$ cat src/hw/acc_pkg.sv
// Package: register map, field positions, reset values and timing for the calibration bank
// Assumes a single 125 MHz clock and an 8-bit register port
package acc_pkg;
  localparam logic [7:0] OFF_CAL_EN    = 8'h61;
  localparam logic [7:0] OFF_CFG_A     = 8'h62;
  localparam logic [7:0] OFF_CFG_B     = 8'h65;
  localparam logic [7:0] OFF_VCO_STAT  = 8'h5e;
  localparam logic [7:0] OFF_PLL_RST   = 8'h5c;
  localparam logic [7:0] OFF_VCO_CTRL  = 8'h5d;
  localparam logic [7:0] OFF_VCO_TRIM  = 8'h59;
  localparam logic [7:0] OFF_FG_STAT   = 8'h6a;
  localparam logic [7:0] OFF_INT_STAT  = 8'h70;
  localparam logic [7:0] OFF_INT_MASK  = 8'h71;
  localparam logic [7:0] OFF_LINK_EN   = 8'h72;

  localparam int BIT_RUN      = 0;
  localparam int BIT_FG_SEL   = 0;
  localparam int BIT_BG_EN    = 1;
  localparam int BIT_FG_OS    = 2;
  localparam int BIT_BG_OS    = 3;
  localparam int BIT_OS_REF   = 2;
  localparam int BIT_VCO_EN   = 0;
  localparam int BIT_PLL_RST  = 0;

  localparam logic [7:0] RST_CAL_EN   = 8'h01;
  localparam logic [7:0] RST_CFG_A    = 8'h01;
  localparam logic [7:0] RST_CFG_B    = 8'h01;
  localparam logic [7:0] RST_VCO_CTRL = 8'h40;
  localparam logic [7:0] RST_PLL_RST  = 8'h00;
  localparam logic [7:0] RST_VCO_TRIM = 8'h00;
  localparam logic [7:0] MSK_CFG_A    = 8'h0f;
  localparam logic [7:0] MSK_CFG_B    = 8'h07;
  localparam logic [7:0] MSK_VCO_CTRL = 8'h7f;

  localparam int TUNE_STEPS   = 16;
  localparam int FG_CYCLES    = 64;
  localparam int DIV_RATIO    = 4;

  typedef struct packed {
    logic       wr;
    logic       rd;
    logic [7:0] addr;
    logic [7:0] wdata;
  } acc_req_t;

  typedef struct packed {
    logic run;
    logic fg_sel;
    logic bg_en;
    logic fg_os;
    logic bg_os;
    logic os_ref;
  } acc_mode_t;
endpackage : acc_pkg

$ cat src/hw/acc_regs.sv
// Calibration control and status register bank with interrupt and divider reset
// Assumes a one-cycle strobe master; read data stand one cycle after the read strobe
`timescale 1ns/1ps
// Notes on behaviour
// - Tune-done reads bit0; other bits zero
// - Run enable resets to one; clear holds reset
// - Clearing run enable resets clock dividers
// - Bit3 enables background offset trim
// - Bit2 enables foreground offset trim
// - Bit1 enables continuous background trim
// - Bit0 resets values, optionally runs foreground
// - Offset reference zero targets mid-code
// - Offset reference one matches spare converter
// - Tuning starts when PLL reset goes low
// - Foreground done high after run or skip
module acc_regs #(
  parameter int FG_LEN = acc_pkg::FG_CYCLES,
  parameter int DIV    = acc_pkg::DIV_RATIO
) (
  // Clock and reset
  input  wire logic                clk,
  input  wire logic                rst_n,
  // Register port
  input  wire acc_pkg::acc_req_t   req,
  output logic [7:0]               rdata,
  // Calibration outputs
  output acc_pkg::acc_mode_t       mode,
  output logic                     cal_reset,
  output logic                     trim_clear,
  output logic                     fg_running,
  output logic                     link_enable,
  output logic                     div_digital_en,
  output logic                     div_serial_en,
  output logic                     irq
);
  logic [7:0] cal_en;
  logic [7:0] cfg_a;
  logic [7:0] cfg_b;
  logic [7:0] vco_ctrl;
  logic [7:0] pll_rst;
  logic [7:0] vco_trim;
  logic [1:0] int_stat;
  logic [1:0] int_mask;
  logic       foreground_trim_done;
  logic       fg_busy;
  logic [7:0] fg_cnt;
  logic [7:0] div_cnt;
  logic       run_q;
  logic       tune_busy;
  logic       tune_done;
  logic       tune_load;
  logic [6:0] tune_trim;
  logic       tune_done_q;
  logic       foreground_trim_done_q;
  logic [7:0] next_rdata;

  function automatic logic hit(input logic [7:0] a, input logic [7:0] off);
    hit = (a == off);
  endfunction : hit

  ////////////////////////////////////////////////////////////////////////////
  // Tuning engine
  acc_vco_tuner #(.STEPS(acc_pkg::TUNE_STEPS)) u_tuner (
    .clk       (clk),
    .rst_n     (rst_n),
    .enable    (vco_ctrl[acc_pkg::BIT_VCO_EN]),
    .pll_reset (pll_rst[acc_pkg::BIT_PLL_RST]),
    .settle    (vco_ctrl[6:4]),
    .busy      (tune_busy),
    .done      (tune_done),
    .load      (tune_load),
    .trim      (tune_trim)
  );

  ////////////////////////////////////////////////////////////////////////////
  // Writable registers
  always_ff @(posedge clk or negedge rst_n) begin
    if (!rst_n) begin
      cal_en   <= acc_pkg::RST_CAL_EN;
      cfg_a    <= acc_pkg::RST_CFG_A;
      cfg_b    <= acc_pkg::RST_CFG_B;
      vco_ctrl <= acc_pkg::RST_VCO_CTRL;
      pll_rst  <= acc_pkg::RST_PLL_RST;
      int_mask <= 2'b00;
    end else if (req.wr) begin
      if (hit(req.addr, acc_pkg::OFF_CAL_EN)) begin
        cal_en <= {7'h00, req.wdata[acc_pkg::BIT_RUN]};
      end else if (hit(req.addr, acc_pkg::OFF_CFG_A)) begin
        cfg_a <= req.wdata & acc_pkg::MSK_CFG_A;
      end else if (hit(req.addr, acc_pkg::OFF_CFG_B)) begin
        cfg_b <= req.wdata & acc_pkg::MSK_CFG_B;
      end else if (hit(req.addr, acc_pkg::OFF_VCO_CTRL)) begin
        vco_ctrl <= req.wdata & acc_pkg::MSK_VCO_CTRL;
      end else if (hit(req.addr, acc_pkg::OFF_PLL_RST)) begin
        pll_rst <= {7'h00, req.wdata[acc_pkg::BIT_PLL_RST]};
      end else if (hit(req.addr, acc_pkg::OFF_INT_MASK)) begin
        int_mask <= req.wdata[1:0];
      end
    end
  end

  // Trim: loaded by tuning, else writable when tuning idle
  always_ff @(posedge clk or negedge rst_n) begin
    if (!rst_n) begin
      vco_trim <= acc_pkg::RST_VCO_TRIM;
    end else if (tune_load) begin
      vco_trim <= {1'b0, tune_trim};
    end else if (req.wr && hit(req.addr, acc_pkg::OFF_VCO_TRIM) && !tune_busy) begin
      vco_trim <= {1'b0, req.wdata[6:0]};
    end
  end

  // Link enable only accepted while calibration runs
  always_ff @(posedge clk or negedge rst_n) begin
    if (!rst_n) begin
      link_enable <= 1'b0;
    end else if (!cal_en[acc_pkg::BIT_RUN]) begin
      link_enable <= 1'b0;
    end else if (req.wr && hit(req.addr, acc_pkg::OFF_LINK_EN)) begin
      link_enable <= req.wdata[0];
    end
  end

  ////////////////////////////////////////////////////////////////////////////
  // Mode outputs
  always_ff @(posedge clk or negedge rst_n) begin
    if (!rst_n) begin
      mode      <= '0;
      cal_reset <= 1'b1;
    end else begin
      mode.run    <= cal_en[acc_pkg::BIT_RUN];
      cal_reset   <= !cal_en[acc_pkg::BIT_RUN];
      mode.fg_sel <= cfg_a[acc_pkg::BIT_FG_SEL];
      mode.bg_en  <= cfg_a[acc_pkg::BIT_BG_EN];
      mode.fg_os  <= cfg_a[acc_pkg::BIT_FG_OS] & cfg_a[acc_pkg::BIT_FG_SEL];
      mode.bg_os  <= cfg_a[acc_pkg::BIT_BG_OS] & cfg_a[acc_pkg::BIT_BG_EN];
      mode.os_ref <= cfg_b[acc_pkg::BIT_OS_REF];
    end
  end

  ////////////////////////////////////////////////////////////////////////////
  // Foreground sequence
  always_ff @(posedge clk or negedge rst_n) begin
    if (!rst_n) begin
      run_q      <= 1'b0;
      fg_busy    <= 1'b0;
      foreground_trim_done    <= 1'b0;
      fg_cnt     <= 8'h00;
      trim_clear <= 1'b0;
      fg_running <= 1'b0;
    end else begin
      run_q      <= cal_en[acc_pkg::BIT_RUN];
      trim_clear <= 1'b0;
      if (!cal_en[acc_pkg::BIT_RUN]) begin
        fg_busy <= 1'b0;
        foreground_trim_done <= 1'b0;
      end else if (!run_q) begin
        trim_clear <= 1'b1;
        if (cfg_a[acc_pkg::BIT_FG_SEL]) begin
          fg_busy <= 1'b1;
          fg_cnt  <= 8'(FG_LEN - 1);
        end else begin
          foreground_trim_done <= 1'b1;
        end
      end else if (fg_busy) begin
        if (fg_cnt == 8'h00) begin
          fg_busy <= 1'b0;
          foreground_trim_done <= 1'b1;
        end else begin
          fg_cnt <= fg_cnt - 8'h01;
        end
      end
      fg_running <= fg_busy;
    end
  end

  ////////////////////////////////////////////////////////////////////////////
  // Clock divider enables, held in reset while calibration stops
  always_ff @(posedge clk or negedge rst_n) begin
    if (!rst_n) begin
      div_cnt        <= 8'h00;
      div_digital_en <= 1'b0;
      div_serial_en  <= 1'b0;
    end else if (!cal_en[acc_pkg::BIT_RUN]) begin
      div_cnt        <= 8'h00;
      div_digital_en <= 1'b0;
      div_serial_en  <= 1'b0;
    end else begin
      div_cnt        <= (div_cnt == 8'(DIV - 1)) ? 8'h00 : div_cnt + 8'h01;
      div_digital_en <= (div_cnt == 8'(DIV - 1));
      div_serial_en  <= (div_cnt == 8'h00);
    end
  end

  ////////////////////////////////////////////////////////////////////////////
  // Interrupt status: bit0 tune done, bit1 foreground done; read clears, set wins
  always_ff @(posedge clk or negedge rst_n) begin
    if (!rst_n) begin
      tune_done_q <= 1'b1;
      foreground_trim_done_q   <= 1'b0;
      int_stat    <= 2'b00;
    end else begin
      tune_done_q <= tune_done;
      foreground_trim_done_q   <= foreground_trim_done;
      int_stat    <= ((req.rd && hit(req.addr, acc_pkg::OFF_INT_STAT)) ? 2'b00 : int_stat)
                   | {foreground_trim_done & !foreground_trim_done_q, tune_done & !tune_done_q};
    end
  end

  always_ff @(posedge clk or negedge rst_n) begin
    if (!rst_n) begin
      irq <= 1'b0;
    end else begin
      irq <= |(int_stat & int_mask);
    end
  end

  ////////////////////////////////////////////////////////////////////////////
  // Read path
  always_comb begin
    next_rdata = 8'h00;
    if (hit(req.addr, acc_pkg::OFF_CAL_EN)) begin
      next_rdata = cal_en;
    end else if (hit(req.addr, acc_pkg::OFF_CFG_A)) begin
      next_rdata = cfg_a;
    end else if (hit(req.addr, acc_pkg::OFF_CFG_B)) begin
      next_rdata = cfg_b;
    end else if (hit(req.addr, acc_pkg::OFF_VCO_STAT)) begin
      next_rdata = {7'h00, tune_done};
    end else if (hit(req.addr, acc_pkg::OFF_VCO_CTRL)) begin
      next_rdata = vco_ctrl;
    end else if (hit(req.addr, acc_pkg::OFF_PLL_RST)) begin
      next_rdata = pll_rst;
    end else if (hit(req.addr, acc_pkg::OFF_VCO_TRIM)) begin
      next_rdata = vco_trim;
    end else if (hit(req.addr, acc_pkg::OFF_FG_STAT)) begin
      next_rdata = {7'h00, foreground_trim_done};
    end else if (hit(req.addr, acc_pkg::OFF_INT_STAT)) begin
      next_rdata = {6'h00, int_stat};
    end else if (hit(req.addr, acc_pkg::OFF_INT_MASK)) begin
      next_rdata = {6'h00, int_mask};
    end else if (hit(req.addr, acc_pkg::OFF_LINK_EN)) begin
      next_rdata = {7'h00, link_enable};
    end
  end

  always_ff @(posedge clk or negedge rst_n) begin
    if (!rst_n) begin
      rdata <= 8'h00;
    end else begin
      rdata <= req.rd ? next_rdata : 8'h00;
    end
  end

  ////////////////////////////////////////////////////////////////////////////
  // Checks
  property p_run_reset;
    @(posedge clk) disable iff (!rst_n)
      $fell(cal_en[0]) |=> cal_reset && !div_digital_en;
  endproperty
  a_run_reset: assert property (p_run_reset) else $error("run clear no reset");

  property p_div_hold;
    @(posedge clk) disable iff (!rst_n)
      !cal_en[0] |=> !div_digital_en && !div_serial_en;
  endproperty
  a_div_hold: assert property (p_div_hold) else $error("divider not held");

  property p_bg_os;
    @(posedge clk) disable iff (!rst_n)
      mode.bg_os |-> $past(cfg_a[1]);
  endproperty
  a_bg_os: assert property (p_bg_os) else $error("bg offset without bg");

  property p_fg_os;
    @(posedge clk) disable iff (!rst_n)
      ##1 (mode.fg_os == $past(cfg_a[2] & cfg_a[0]));
  endproperty
  a_fg_os: assert property (p_fg_os) else $error("fg offset mismatch");

  property p_bg;
    @(posedge clk) disable iff (!rst_n)
      ##1 (mode.bg_en == $past(cfg_a[1]));
  endproperty
  a_bg: assert property (p_bg) else $error("bg enable mismatch");

  property p_skip;
    @(posedge clk) disable iff (!rst_n)
      $rose(cal_en[0]) && !cfg_a[0] |=> foreground_trim_done && trim_clear;
  endproperty
  a_skip: assert property (p_skip) else $error("skip not done");

  property p_offset_reference_select;
    @(posedge clk) disable iff (!rst_n)
      ##1 (mode.os_ref == $past(cfg_b[2]));
  endproperty
  a_offset_reference_select: assert property (p_offset_reference_select) else $error("offset ref mismatch");

  property p_tune_low;
    @(posedge clk) disable iff (!rst_n)
      req.rd && hit(req.addr, acc_pkg::OFF_VCO_STAT) && tune_busy |=> rdata == 8'h00;
  endproperty
  a_tune_low: assert property (p_tune_low) else $error("done during tuning");

  property p_stat_read;
    @(posedge clk) disable iff (!rst_n)
      req.rd && hit(req.addr, acc_pkg::OFF_VCO_STAT) |=> rdata == {7'h00, $past(tune_done)};
  endproperty
  a_stat_read: assert property (p_stat_read) else $error("status read wrong");

  property p_tune_start;
    @(posedge clk) disable iff (!rst_n)
      $fell(pll_rst[0]) && vco_ctrl[0] && !tune_busy |=> ##1 tune_busy;
  endproperty
  a_tune_start: assert property (p_tune_start) else $error("tuning not started");

  c_fg_run: cover property (@(posedge clk) disable iff (!rst_n) $rose(foreground_trim_done) && cfg_a[0]);
  c_tune:   cover property (@(posedge clk) disable iff (!rst_n) $rose(tune_load));
  c_irq:    cover property (@(posedge clk) disable iff (!rst_n) $rose(irq));
  c_link:   cover property (@(posedge clk) disable iff (!rst_n) $rose(link_enable));
endmodule : acc_regs

$ cat src/hw/acc_vco_tuner.sv
// VCO tuning engine: steps the trim after the PLL reset is released
// Assumes controls are stable while tuning runs
`timescale 1ns/1ps
module acc_vco_tuner #(
  parameter int STEPS = acc_pkg::TUNE_STEPS
) (
  // Clock and reset
  input  wire logic       clk,
  input  wire logic       rst_n,
  // Control
  input  wire logic       enable,
  input  wire logic       pll_reset,
  input  wire logic [2:0] settle,
  // Status
  output logic            busy,
  output logic            done,
  output logic            load,
  output logic [6:0]      trim
);
  typedef enum logic [1:0] {ACC_IDLE, ACC_SETTLE, ACC_FIN} acc_tst_t;
  acc_tst_t   state;
  logic [7:0] step;
  logic [4:0] wait_cnt;
  logic       pll_reset_q;

  always_ff @(posedge clk or negedge rst_n) begin
    if (!rst_n) begin
      pll_reset_q <= 1'b0;
    end else begin
      pll_reset_q <= pll_reset;
    end
  end

  always_ff @(posedge clk or negedge rst_n) begin
    if (!rst_n) begin
      state    <= ACC_IDLE;
      step     <= 8'h00;
      wait_cnt <= 5'h00;
      trim     <= 7'h00;
      load     <= 1'b0;
    end else begin
      load <= 1'b0;
      case (state)
        ACC_IDLE: begin
          if (pll_reset_q && !pll_reset && enable) begin
            state    <= ACC_SETTLE;
            step     <= 8'h00;
            wait_cnt <= {settle, 2'b00};
            trim     <= 7'h40;
          end
        end
        ACC_SETTLE: begin
          if (pll_reset) begin
            state <= ACC_IDLE;
          end else if (wait_cnt != 5'h00) begin
            wait_cnt <= wait_cnt - 5'h01;
          end else if (step == 8'(STEPS - 1)) begin
            state <= ACC_FIN;
            load  <= 1'b1;
          end else begin
            step     <= step + 8'h01;
            trim     <= trim ^ 7'(step);
            wait_cnt <= {settle, 2'b00};
          end
        end
        default: begin
          if (pll_reset) begin
            state <= ACC_IDLE;
          end
        end
      endcase
    end
  end

  assign busy = (state == ACC_SETTLE);
  // Done when finished or when idle with tuning disabled
  assign done = (state == ACC_FIN) || (state == ACC_IDLE && !enable);
endmodule : acc_vco_tuner
$ cat config.mk
export PLATFORM = sky130hd
export DESIGN_NAME = acc_regs
export DESIGN_NICKNAME = d
export VERILOG_FILES = /design/src/hw/acc_pkg.sv /design/src/hw/acc_regs.sv /design/src/hw/acc_vco_tuner.sv
export SDC_FILE = /design/constraint.sdc
export NUM_CORES = 1
export LEC_CHECK = 0
export ABC_CLOCK_PERIOD_IN_PS = 2020
export BUFFER_PORTS_ARGS = -buffer_cell sky130_fd_sc_hd__buf_4
export CORE_MARGIN = 1.5
export CORE_UTILIZATION = 46
export DETAILED_ROUTE_END_ITERATION = 12
export GPL_TIMING_DRIVEN = 0
export PLACE_DENSITY = 0.75
export SYNTH_ARGS = -nofsm -noshare
export SYNTH_HDL_FRONTEND = slang
export SYNTH_SLANG_ARGS = --single-unit
$ cat constraint.sdc
create_clock -name clk -period 2.02 [get_ports clk]
set_input_delay 0.101 -clock clk [delete_from_list [all_inputs] [get_ports clk]]
set_output_delay 0.101 -clock clk [all_outputs]
set_load 0.02 [all_outputs]
==> results_dict.tcl <==
set metrics [dict create \
    status "finished with violations" \
    violations "hold timing" \
    worstSetupEndpointType "flip-flop" \
    crit_buf_inv 1 \
    worstPathCellList "inv_1 > ha_1 > or3b_2 > o21bai_4 > a2111oi_2 > mux2_2" \
    ir_drop_mv 0.439 \
    clockRootBuffer "clkbuf_8" \
    ys.flop_type "dfrtp_1" \
    ioPinCount 41 \
    num_vias 3359 \
    final_util 0.561 \
    syn_nets 431 \
    syn_avg_cell_area_um2 11.0 \
    skew_ns 0.0155 \
    worst_path_largest_cell_delay_ns 0.41 \
    ys_warn_count 0 \
    cts_tree "yes" \
    drt.antenna.violating_nets 0 \
    insertion_delay_ns 0.36 \
    total_power_mw 4.05 \
    path_max_fanout 4 \
    synth_cell_types 67 \
    syn_area_um2 4440 \
    post-route-period-util 0.966 \
    rrSetupSlack_ns 0.07 \
    grt_pass1_vias 3378 \
    grt_max_degree 92 \
    arrival_ns 2.21 \
    grt-ovfl-total 0 \
    cts_buffers 9 \
    area_growth_pct 17.2 \
    port_buffers 38 \
    cap_violations 0 \
    clock_path_buffers 2 \
    grt_pass1_wl_um 16100 \
    antenna_found_initial 0 \
    fin_nets 484 \
    async_reset_ff_frac 1.00 \
    cts_num_sinks 91 \
    synthCells 405 \
    leakage_nw 2.35 \
    reg2reg_depth 6 \
    path_clk_slew_ns 0.10 \
    fmax_mhz 513 \
    synth-edff-count 0 \
    crit_type "flip-flop to flip-flop" \
    gp_congestion 0.919 \
    hpwl_um 6640 \
    drive_above_1_share 0.257 \
    drcViolationCount 0 \
    finalSetupViolCount 0 \
    powerDensity_nw_per_um2 778 \
    critPathLaunchType "flip-flop" \
    drv_slew 0 \
    hold_violations 84 \
    ys_seq_elements 91 \
    critPathSlowestCell "a2111oi_2" \
    worst-endpoint-required_ns 2.28 \
    finalNonFillerCells 592 \
    die-width_um 101 \
    start_util 0.478 \
    min_path_type "input port to async pin" \
    cp_top_family "compound AO/OA/AOI/OAI gates" \
    hold_slack_ns -0.0521 \
    die_h_um 101 \
    wl_um 9720 \
    max_slew.worst_pin.slew_ns 1.10 \
    placed_cells 572 \
    first_pass_iters 4 \
    core_area_um2 9280 \
    rsz0062_at_grt "yes" \
    via_per_inst 5.67 \
    wl_per_cell_um 16.4 \
    grt_use_total 0.198 \
    placement_rows 35 \
    die_area_um2 10300 \
    rr_startpoint "fg_cnt[0]" \
    diodes 0 \
    cts_max_level 3 \
    r2r_end "fg_cnt[4]" \
    layout_common_cells "dfrtp_1, buf_4, nor2_1" \
    slew_headroom 0.264 \
    fin_crit_ns 1.95 \
    first_iter_violations 159 \
    final_common_cell "dfrtp_1" \
    yosysSeqAreaShare 0.514 \
]
-- metrics by stage --
step	worst slack [ns]	hold WS (ns)	TNS, ns	cell area, um2
floorplan	0.184	-0.195	0	4440
global placement	-0.0353	0.351	-0.0353	4890
detailed placement	-0.0599	0.354	-0.0701	4890
CTS	0.00723	0.00937	0	5150
global route	-0.0299	0.00741	-0.0713	5200
finish	0.0694	-0.0521	0	5200
-- sequential cells by signal, indices dropped and copies added, names as in the netlist, 2 cells and up --
signal            cells
div_cnt               8
fg_cnt                8
u_tuner.step          8
rdata                 7
u_tuner.trim          7
vco_ctrl              7
vco_trim              7
mode                  5
u_tuner.wait_cnt      5
cfg_a                 4
cfg_b                 3
int_mask              2
int_stat              2
u_tuner.state         2
-- how the worst max path moves through the flow --
stage / start / end / slack, ns / cells after the start
floorplan: fg_cnt[0] / fg_cnt[4] / 0.18 / 6
global placement: fg_cnt[0] / fg_cnt[4] / -0.04 / 6
detailed placement: u_tuner.wait_cnt[0] / u_tuner.step[7] / -0.06 / 7
CTS: u_tuner.wait_cnt[0] / u_tuner.step[7] / 0.007 / 7
global route: fg_cnt[0] / fg_cnt[1] / -0.03 / 6
finish: fg_cnt[0] / fg_cnt[4] / 0.07 / 6
-- timing repair --
item / in CTS / in global routing
gates cloned: 0 / 0
hold endpoints to repair: 3 / 0
endpoints found under the setup margin: 11 / 21
pin swaps: 0 / 1
hold buffers: 3 / 0
buffers inserted: 1 / 0
gates resized for setup: 1 / 15
-- worst reg2reg max path, stage by stage (launching register included) --
cell	delay, ns
dfrtp_1	0.40
inv_1	0.10
ha_1	0.20
or3b_2	0.28
o21bai_4	0.08
a2111oi_2	0.41
mux2_2	0.38
-- synthesized netlist by cell type, drive strengths merged (5+ instances only) --
master | instances | area share
a21oi | 11 | 0.012
and2 | 6 | 0.0085
and3 | 7 | 0.0099
buf | 10 | 0.012
clkbuf | 6 | 0.0054
dfrtp | 85 | 0.48
dfstp | 6 | 0.035
ha | 6 | 0.017
inv | 16 | 0.014
mux2 | 19 | 0.048
mux2i | 12 | 0.027
nand2 | 23 | 0.019
nand2b | 16 | 0.023
nand3 | 15 | 0.017
nand4 | 7 | 0.0099
nor2 | 27 | 0.023
nor2b | 5 | 0.0070
nor3 | 12 | 0.014
o211ai | 9 | 0.016
o21ai | 12 | 0.016
o221a | 7 | 0.018
or3 | 6 | 0.0085
or4 | 10 | 0.017
xor2 | 5 | 0.0099
-- logic make-up (layout without fill, tap and decap cells) --
logic type	count (synthesis)	count (layout)	synth area share
simple gates	161	161	0.218
flops	91	91	0.514
compound gates	76	76	0.131
buf+inv	33	91	0.0321
mux	31	31	0.0752
fa+ha+maj	6	6	0.0169
xor+xnor	6	6	0.0118
other cells	1	1	0.000844
-- cell type report --
cell class	instances	area (um2)
plain buffers	16	86.3
clock buffers	9	124
clock inverters	7	98.8
fillers	820	4080
inverters	17	67.6
multi-input cells	281	2060
flip-flops and latches	91	2280
well taps	129	161
repair buffers	42	323
-- power breakdown --
group | switching [mW] | internal, mW | leakage (nW) | total [mW]
clock | 0.669 | 0.706 | 0.110 | 1.37
sequential | 0.107 | 1.93 | 1.23 | 2.04
combinational | 0.346 | 0.286 | 1.01 | 0.632
-- per-layer routing --
layer  GRT usage  wire (um)
met1       0.245       4170
met2       0.350       5040
met3      0.0366        357
met4      0.0662        144
met5           0          0
No activity file was read; power rests on OpenSTA's default activity.
